==> src/include/rectifier_pkg.sv <==
`default_nettype none
package rectifier_pkg;

	// ----------------------------------------
	// timing
	// ----------------------------------------
	localparam int unsigned CLOCK_HZ        = 100_000_000;
	localparam int unsigned ENABLE_DELAY_MS = 50;
	localparam int unsigned GOOD_DELAY_MS   = 50;
	localparam int unsigned ENABLE_DELAY_CYCLES = ENABLE_DELAY_MS * (CLOCK_HZ / 1000);
	localparam int unsigned GOOD_DELAY_CYCLES   = GOOD_DELAY_MS * (CLOCK_HZ / 1000);

	// ----------------------------------------
	// bus thresholds in volts
	// ----------------------------------------
	localparam logic [9:0] DOUBLER_LIMIT_V  = 10'd200;
	localparam logic [9:0] BYPASS_LIMIT_V   = 10'd235;
	localparam logic [9:0] GOOD_DROP_V      = 10'd210;
	localparam logic [9:0] DISABLE_V        = 10'd190;
	localparam logic [9:0] OVERVOLT_V       = 10'd400;
	localparam logic [9:0] FAULT_V          = 10'd180;

	// ----------------------------------------
	// slope detector defaults
	// ----------------------------------------
	localparam int unsigned SLOPE_INTERVAL_CYCLES = 100_000;
	localparam logic [9:0]  SLOPE_STEP_V          = 10'd2;

	// ----------------------------------------
	// types
	// ----------------------------------------
	typedef enum logic [2:0] {
		ST_CHARGE,
		ST_DOUBLED,
		ST_WAIT_ENABLE,
		ST_WAIT_GOOD,
		ST_RUN,
		ST_FAULT
	} seq_state_t;

	typedef struct packed {
		logic doubler_on;
		logic bypass_closed;
		logic converter_enable;
		logic bus_good_flag_n;
	} drive_t;

	localparam drive_t SAFE_DRIVE = 4'b0001;

endpackage : rectifier_pkg
`default_nettype wire

==> src/logic/slope_detect.sv <==
`timescale 1ns/1ps
`default_nettype none
module slope_detect #(
	parameter int unsigned INTERVAL = rectifier_pkg::SLOPE_INTERVAL_CYCLES,
	parameter logic [9:0]  STEP     = rectifier_pkg::SLOPE_STEP_V
) (
	input  wire logic       clock,
	input  wire logic       rst_n,
	input  wire logic       sync_clear,
	input  wire logic [9:0] bus_volts,
	output logic            flat
);
	logic [31:0] tick;
	logic [31:0] next_tick;
	logic [9:0]  last;
	logic [9:0]  next_last;
	logic        next_flat;

	function automatic logic [9:0] abs_diff(input logic [9:0] a, input logic [9:0] b);
		abs_diff = (a > b) ? (a - b) : (b - a);
	endfunction : abs_diff

	// sample bus each interval, flag small change
	always_comb begin
		next_tick = tick + 32'h1;
		next_last = last;
		next_flat = flat;
		if (sync_clear) begin
			next_tick = 32'h0;
			next_last = 10'h0;
			next_flat = 1'b0;
		end else if (tick >= INTERVAL - 1) begin
			next_tick = 32'h0;
			next_last = bus_volts;
			next_flat = abs_diff(bus_volts, last) < STEP;
		end
	end

	always_ff @(posedge clock or negedge rst_n) begin
		if (!rst_n) begin
			tick <= 32'h0;
			last <= 10'h0;
			flat <= 1'b0;
		end else begin
			tick <= next_tick;
			last <= next_last;
			flat <= next_flat;
		end
	end
endmodule : slope_detect
`default_nettype wire

==> src/logic/rectifier_bus_sequencer.sv <==
`timescale 1ns/1ps
`default_nettype none
module rectifier_bus_sequencer #(
	parameter int unsigned ENABLE_DELAY   = rectifier_pkg::ENABLE_DELAY_CYCLES,
	parameter int unsigned GOOD_DELAY     = rectifier_pkg::GOOD_DELAY_CYCLES,
	parameter int unsigned SLOPE_INTERVAL = rectifier_pkg::SLOPE_INTERVAL_CYCLES,
	parameter logic [9:0]  SLOPE_STEP     = rectifier_pkg::SLOPE_STEP_V
) (
	input  wire logic       clock,
	input  wire logic       rst_n,
	input  wire logic       sync_reset,
	input  wire logic [9:0] bus_volts,
	output logic            doubler_on,
	output logic            bypass_closed,
	output logic            converter_enable,
	output logic            bus_good_flag_n
);
	// ----------------------------------------
	// input synchroniser
	// ----------------------------------------
	logic [9:0] volts_meta;
	logic [9:0] volts;

	always_ff @(posedge clock or negedge rst_n) begin
		if (!rst_n) begin
			volts_meta <= 10'h0;
			volts      <= 10'h0;
		end else begin
			volts_meta <= bus_volts;
			volts      <= volts_meta;
		end
	end

	// ----------------------------------------
	// slope detector
	// ----------------------------------------
	logic flat;
	logic slope_restart; // fresh measurement on every new power-up

	slope_detect #(
		.INTERVAL (SLOPE_INTERVAL),
		.STEP     (SLOPE_STEP)
	) u_slope (
		.clock      (clock),
		.rst_n      (rst_n),
		.sync_clear (slope_restart),
		.bus_volts  (volts),
		.flat       (flat)
	);

	// ----------------------------------------
	// sequencer
	// ----------------------------------------
	rectifier_pkg::seq_state_t state;
	rectifier_pkg::seq_state_t next_state;
	rectifier_pkg::drive_t     drive;
	rectifier_pkg::drive_t     next_drive;
	logic [31:0]               count;
	logic [31:0]               next_count;
	logic                      over_v;
	logic                      under_disable;
	logic                      under_fault;
	logic                      armed;

	// ----------------------------------------
	// threshold decode
	// ----------------------------------------
	// settled bus low enough to need the doubler
	function automatic logic doubler_ready(input logic settled, input logic [9:0] level);
		doubler_ready = settled && (level < rectifier_pkg::DOUBLER_LIMIT_V);
	endfunction : doubler_ready

	// settled bus high enough to short the inrush resistor
	function automatic logic bypass_ready(input logic settled, input logic [9:0] level);
		bypass_ready = settled && (level > rectifier_pkg::BYPASS_LIMIT_V);
	endfunction : bypass_ready

	// ----------------------------------------
	// protection decode
	// ----------------------------------------
	// protection only once the bypass may have closed
	function automatic logic protection_armed(input rectifier_pkg::seq_state_t st);
		protection_armed = (st != rectifier_pkg::ST_CHARGE) && (st != rectifier_pkg::ST_DOUBLED);
	endfunction : protection_armed

	// bus level comparisons for protection
	assign over_v        = volts > rectifier_pkg::OVERVOLT_V;
	assign under_disable = volts < rectifier_pkg::DISABLE_V;
	assign under_fault   = volts < rectifier_pkg::FAULT_V;
	assign armed         = protection_armed(state);

	// next state, outputs and delay counter
	always_comb begin
		next_state = state;
		next_drive = drive;
		next_count = count;
		slope_restart = 1'b0;
		case (state)
			rectifier_pkg::ST_CHARGE: begin
				next_count = 32'h0;
				if (doubler_ready(flat, volts)) begin
					next_drive.doubler_on = 1'b1;
					next_state = rectifier_pkg::ST_DOUBLED;
				end else if (bypass_ready(flat, volts)) begin
					next_drive.bypass_closed = 1'b1;
					next_state = rectifier_pkg::ST_WAIT_ENABLE;
				end
			end
			rectifier_pkg::ST_DOUBLED: begin
				// doubler stays engaged while bus climbs again
				if (bypass_ready(flat, volts)) begin
					next_drive.bypass_closed = 1'b1;
					next_state = rectifier_pkg::ST_WAIT_ENABLE;
				end
			end
			rectifier_pkg::ST_WAIT_ENABLE: begin
				next_count = count + 32'h1;
				if (count >= ENABLE_DELAY - 1) begin
					next_count = 32'h0;
					next_drive.converter_enable = 1'b1;
					next_state = rectifier_pkg::ST_WAIT_GOOD;
				end
			end
			rectifier_pkg::ST_WAIT_GOOD: begin
				next_count = count + 32'h1;
				if (count >= GOOD_DELAY - 1) begin
					next_count = 32'h0;
					next_state = rectifier_pkg::ST_RUN;
					// a bus already sagging below the drop level is not reported good
					if (volts >= rectifier_pkg::GOOD_DROP_V)
						next_drive.bus_good_flag_n = 1'b0;
				end
			end
			rectifier_pkg::ST_RUN: begin
				// bus good follows hysteresis while running, ride-through kept
				if (volts < rectifier_pkg::GOOD_DROP_V)
					next_drive.bus_good_flag_n = 1'b1;
				else if (volts > rectifier_pkg::BYPASS_LIMIT_V)
					next_drive.bus_good_flag_n = 1'b0;
			end
			rectifier_pkg::ST_FAULT: begin
				// wait for bus to collapse, then run full power-up
				next_count = 32'h0;
				if (under_disable)
					next_state = rectifier_pkg::ST_CHARGE;
			end
			default: begin
				next_state = rectifier_pkg::ST_CHARGE;
				next_drive = rectifier_pkg::SAFE_DRIVE;
			end
		endcase
		// protection overrides sequencing
		if (armed) begin
			if (over_v) begin
				next_drive.converter_enable = 1'b0;
				next_drive.bypass_closed    = 1'b0;
				next_drive.bus_good_flag_n  = 1'b1;
				next_count = 32'h0;
				next_state = rectifier_pkg::ST_FAULT;
			end else if (under_disable) begin
				next_drive = rectifier_pkg::SAFE_DRIVE;
				next_count = 32'h0;
				next_state = rectifier_pkg::ST_CHARGE;
				slope_restart = 1'b1;
			end
		end
		// a collapsing bus always drops the bypass, whatever the state
		if (under_fault)
			next_drive.bypass_closed = 1'b0;
		// synchronous reset wins over everything
		if (sync_reset) begin
			next_state = rectifier_pkg::ST_CHARGE;
			next_drive = rectifier_pkg::SAFE_DRIVE;
			next_count = 32'h0;
			slope_restart = 1'b1;
		end
	end

	// ----------------------------------------
	// state register
	// ----------------------------------------
	// register sequencer state, safe at power-on
	always_ff @(posedge clock or negedge rst_n) begin
		if (!rst_n) begin
			state <= rectifier_pkg::ST_CHARGE;
			drive <= rectifier_pkg::SAFE_DRIVE;
			count <= 32'h0;
		end else begin
			state <= next_state;
			drive <= next_drive;
			count <= next_count;
		end
	end

	// ----------------------------------------
	// outputs
	// ----------------------------------------
	// outputs straight from registers
	assign doubler_on       = drive.doubler_on;
	assign bypass_closed    = drive.bypass_closed;
	assign converter_enable = drive.converter_enable;
	assign bus_good_flag_n  = drive.bus_good_flag_n;
endmodule : rectifier_bus_sequencer
`default_nettype wire

==> config.mk <==
export PLATFORM = sky130hd
export DESIGN_NAME = rectifier_bus_sequencer
export DESIGN_NICKNAME = d
export VERILOG_FILES = /design/src/include/rectifier_pkg.sv /design/src/logic/slope_detect.sv /design/src/logic/rectifier_bus_sequencer.sv
export SDC_FILE = /design/constraint.sdc
export NUM_CORES = 1
export LEC_CHECK = 0
export BUFFER_PORTS_ARGS = -buffer_cell sky130_fd_sc_hd__buf_2
export CAP_MARGIN = 20
export CORE_AREA = 3 3 118 120
export CTS_BUF_LIST = sky130_fd_sc_hd__clkbuf_4
export DETAILED_ROUTE_END_ITERATION = 7
export DIE_AREA = 0 0 121 123
export PLACE_DENSITY = 0.6
export SYNTH_ARGS = -nofsm -noshare
export SYNTH_HDL_FRONTEND = slang
export SYNTH_HIERARCHICAL = 1
export SYNTH_SLANG_ARGS = --single-unit
==> constraint.sdc <==
create_clock -name clock -period 8.2 [get_ports clock]
set_clock_uncertainty 0.2 [all_clocks]
set_input_delay 1.64 -clock clock [delete_from_list [all_inputs] [get_ports clock]]
set_output_delay 1.64 -clock clock [all_outputs]
set_load 0.1 [all_outputs]
Word-level counts from Yosys, hierarchy flattened
Index checks and enable logic that the tools add are counted.

operators by class
  bitwise operators = 0
  equal/unequal tests = 6
  shift-type cells = 0
  reductions and logical operators = 12
  multiplexer cells = 45
  multipliers = 0
  div/mod/pow operators = 0
  $add $sub $neg = 4
  order comparisons = 11

operators by type and width
  operator                                                                          count
  32-bit two-way mux                                                                7
  32-bit by 1-bit adder with 32-bit output, second input constant                   2
  32-bit one-hot mux with 2 select lines                                            1
  10-bit by 8-bit < comparator with 1-bit output, second input constant             4
  32-bit by 17-bit >= comparator with 1-bit output, second input constant           1
  32-bit by 23-bit >= comparator with 1-bit output, second input constant           1
  10-bit two-way mux                                                                3
  3-bit two-way mux                                                                 10
  10-bit subtractor                                                                 2
  3-bit one-hot mux with 6 select lines                                             1
  1-bit two-way mux                                                                 16
  4-bit two-way mux                                                                 3
  10-bit by 8-bit >= comparator with 1-bit output, second input constant            1
  10-bit greater-than comparator                                                    1
  10-bit by 8-bit greater-than comparator with 1-bit output, second input constant  1
  10-bit by 9-bit greater-than comparator with 1-bit output, second input constant  1
  10-bit by 2-bit < comparator with 1-bit output, second input constant             1
  5-bit OR reduction                                                                2
  4-bit OR reduction                                                                2
  3-bit by 2-bit equality test with 1-bit output, second input constant             2
  3-bit equality test, second input constant                                        2
  1-bit one-hot mux with 3 select lines                                             2
  1-bit one-hot mux with 2 select lines                                             2
  2-bit OR reduction                                                                2
  other kinds (6)                                                                   8

storage, ports and cells
  register bits = 102
  memories kept = 0
  memory bits (read-only) = 0
  latch bits = 0
  bits in writable memories = 0
  output and inout bits = 4
  logic and storage cells = 89

Logic depth before layout (Yosys ltp)
  depth after elaboration = 10
  mapped depth = 12
  gate-level depth less buffers = 11

Modules after synthesis
Netlist, hierarchy kept.

modules (own cells, without submodules)
  module                   cells each  area an instance (µm²)  times used
  rectifier_bus_sequencer  294         3027.9                  1
  slope_detect             295         2727.6                  1

Worst setup path after synthesis
No wires, ideal clock.

  path type = input-to-reg
  start point = input sync_reset
  end point = register u_slope.flat
  data arrival time = 3123 ps
  stages on the path = 9
  path slack = 4751 ps
  library setup time = 126 ps
  buffers on the path = 0
  path through = nor2_1 > inv_1 > nor4_1 > nand4_1 > or3_1 > o2111ai_1 > or4_4 > nor4b_2 > a311o_1

on the way
  word-level cells in the longest chain between the ends = 2

ends and longest elaborated chain
  element                                                         RTL line                        source
  from (decl)                                                     rectifier_bus_sequencer.sv:11   input wire logic sync_reset,
  1-bit two-way mux *                                             rectifier_bus_sequencer.sv:171  if (sync_reset) begin
  named net slope_restart                                         rectifier_bus_sequencer.sv:38   logic slope_restart;
  1-bit two-way mux / 2-bit nonzero test (equally long branches)  --
  to (signal assigned)                                            slope_detect.sv:47              flat <= next_flat;
  to (decl)                                                       slope_detect.sv:11              output logic flat

The timed path passes the listed nets; every way through them passes the cells marked *.
A chain may end at the register's enable or synchronous reset.

Final worst setup path
Same ends and word-level chain as after synthesis.

==> metrics.cfg <==
[yosys]
synthTopCellsByArea = dfrtp_1, ha_1, xor2_1, nor2_1, o21ai_0
ys_types = 74
synth_seq_area_share_pct = 44.37
syn_avg_cell_area_um2 = 9.772
synth_edf_count = 0
yosysWarnings = 6
synthFlopType = dfrtp_1
yosysTopAreaCell = dfrtp_1
synth_top_area_share_pct = 43.91
synth-async-reset-ratio_pct = 100.0
syn_inst = 589
synth_commonest_cells = dfrtp_1, nor2_1, o21ai_0, inv_1, nor3_1
ys_seq_elements = 102
synthesis.area_um2 = 5756
synthMostInstantiatedCell = dfrtp_1

[worst_setup_path]
critical_path_class = in -> reg
path_max_fanout = 40
cp-start-kind = input pin
critPathBufInv = 3
cp.arrival_ns = 3.89
required_ns = 8.36
critPathCaptureType = flip-flop
cp_top_family = simple AND/OR/NAND/NOR gates
crit_slowest_cell = or3_1
cp_cell_sequence = buf_2 -> nor2_1 -> inv_1 -> nor4_1 -> nand4_1 -> or3_1 -> buf_4 -> o2111ai_1 -> or4_4 -> nor4b_2 -> a311o_1
slowest_delay_ns = 0.38

[job]
maxCapViolations = 0

[clock_network]
h-tree-depth = 3
post_cts_buffers = 0
cts_sinks = 102
cts_resized = 0
cts_root_buf = clkbuf_4
cts.clk_slew.worst_paths_ns = 0.16
cts-hold-fix-buffers = 0
worstSkewPairLatency_ns = 0.46
cts_tree = built
cts_inserted_buffers = 9
clock_path_buffers = 2

[run_status]
outcome = finished clean

[die]
rows = 42
start_util_pct = 43.99
die_width_um = 121
die_h_um = 123
coreArea_um2 = 13090
num_io_pins = 17
die_area_um2 = 14880

[place]
port_buffers = 16
dpl.hpwl_mm = 8.504
gpl.final_weighted_congestion = 0.8668

[route]
dr.first_iter.drc_count = 329
first_pass_iters = 4
post_drt_wl_per_cell_um = 15.62
drtAntennaViolNets = 0
vias = 4449
wl_mm = 12.32
drcViolationCount = 0
viasPerCell = 5.639

[sta]
setup_viol = 0
layout_min_cycle_time_ns = 3.722
finalMaxSlewViolations = 0
worst_pin_slew_ns = 0.8659
hold_viol_final = 0
timing.final.crit_share_pct = 45.39
rsz0062_at_grt = false
fmax_ghz = 0.2687
fin_setup_tns_ns = 0
relSlewSlack_pct = 41.99

[global_routing]
grt_pass1_wl_mm = 20.79
grt_max_degree = 86
grt.total_usage_pct = 17.26
grt-ovfl-total = 0
antenna_found_initial = 0
grt_pass1_vias = 4270

[finish]
n_antenna_cell = 0
drive_above_1_share_pct = 10.77
layout.nets = 644
syn_to_final_growth_pct = 7.217
fillCellCount = 1226

[hold_path]
min_path_type = reg -> reg

[power]
leakage_nw = 2.504
seqPwrFrac_pct = 57.6
ir_worst_vdd_mv = 0.1318
p_clk_share_pct = 30.2
total_power_w = 0.0009114
p_sw_w = 0.0002596
pwr_density_cell_nw_per_um2 = 147.7
netSwitchingFraction_pct = 28.49
internal_power_w = 0.0006518
combPwrFrac_pct = 12.1

[state kept, by name (all words and copies together), names as in the netlist]
signal	cells
bus_good_flag_n	1
volts_meta	10
u_slope/tick	32
count	32
u_slope/last	10
doubler_on	1
converter_enable	1
bypass_closed	1
u_slope/flat	1
state	3
volts	10
[metal layers]
metal | routed length (um) | vias up | track usage [%]
met5 | 0 | - | 0
met4 | 188 | 0 | 6.091
met3 | 425 | 16 | 2.928
met2 | 5843 | 78 | 27.61
met1 | 5865 | 2196 | 23.82
li1 | - | 2159 | -
[power groups by stage]
| stage | sequential, W | clock, W | combinational, W |
|---|---|---|---|
| 4_1_cts | 0.000525 | 0.000288 | 0.000108 |
| 5_1_grt | 0.000527 | 0.000304 | 0.000124 |
| 3_3_place_gp | 0.000534 | 0 | 0.000107 |
| 2_1_floorplan | 0.000535 | 0 | 0.0000751 |
| 3_5_place_dp | 0.000535 | 0 | 0.000108 |
| 6_report | 0.000525 | 0.000275 | 0.000111 |
[logic make-up (layout without fill, tap and decap cells)]
| group | Yosys count | in the layout | share of synthesized area [%] |
|---|---|---|---|
| adders and majority gates | 23 | 23 | 5.261 |
| DFF | 102 | 102 | 44.37 |
| AOI/OAI and AO/OA | 126 | 126 | 16.11 |
| and+or+nand+nor | 233 | 233 | 22.43 |
| buffers and inverters | 59 | 69 | 4.695 |
| other | 1 | 15 | 0.06515 |
| muxes | 3 | 3 | 0.5435 |
| xor gates and xnor gates | 42 | 42 | 6.522 |
[placed cells by master, fill, tap and decap left out, types with 7 or more instances in the layout]
cell | netlist | routed
buf_2 | 9 | 15
or3_1 | 10 | 10
clkbuf_4 | 0 | 9
nand3_1 | 25 | 25
nand2_1 | 26 | 26
nand4_1 | 22 | 22
xor2_1 | 28 | 28
xnor2_1 | 13 | 13
o21ai_0 | 34 | 34
conb_1 | 1 | 15
nor3_1 | 30 | 30
a21oi_1 | 19 | 19
nand3b_1 | 16 | 16
nor4_1 | 9 | 9
a211oi_1 | 12 | 12
and3_1 | 11 | 11
nor2b_1 | 7 | 7
ha_1 | 21 | 21
dfrtp_1 | 101 | 101
nor2_1 | 51 | 51
inv_1 | 31 | 31
a211oi_2 | 8 | 8
[worst paths after layout]
| path | start | end | slack, ns | depth (start not counted) |
|---|---|---|---|---|
| worst max register to register | volts[6]$_DFF_PN0_ | u_slope/flat$_DFFE_PN0P_ | 4.67 | 12 |
| max in group asynchronous | rst_n | bus_good_flag_n$_DFF_PN1_ | 6.08 | 3 |
| min in group asynchronous | rst_n | count[29]$_DFF_PN0_ | 0.82 | 1 |
| worst max-delay path | sync_reset | u_slope/flat$_DFFE_PN0P_ | 4.48 | 11 |
| worst min register to register | volts_meta[5]$_DFF_PN0_ | volts[5]$_DFF_PN0_ | 0.17 | 0 |
| worst min-delay path | volts_meta[5]$_DFF_PN0_ | volts[5]$_DFF_PN0_ | 0.17 | 0 |
[cell type report]
class	instances	area [um2]	area share (%)
clock buffers	9	67.56	1.095
well taps	176	220.2	3.569
clock inverters	7	78.83	1.277
inverters	32	120.1	1.946
repair buffers	21	140.1	2.271
flip-flops and latches	102	2554	41.38
multi-input cells	442	2990	48.46
[metrics by stage]
| step | setup WS [ns] | instances | utilization [%] | hold slack (ns) | cell area [um2] |
|---|---|---|---|---|---|
| 2_1_floorplan | 4.751 | 603 | - | 0.1312 | 5808 |
| 3_3_place_gp | 4.056 | 772 | 45.83 | 0.1318 | 5997 |
| 3_5_place_dp | 4.008 | 772 | 45.83 | 0.1379 | 5997 |
| 4_1_cts | 4.539 | 788 | 46.95 | 0.1749 | 6143 |
| 5_1_grt | 4.213 | 789 | 47.16 | 0.1873 | 6171 |
| 6_report | 4.478 | 789 | 47.16 | 0.1715 | 6171 |
Power figures use the tool's default switching activity.
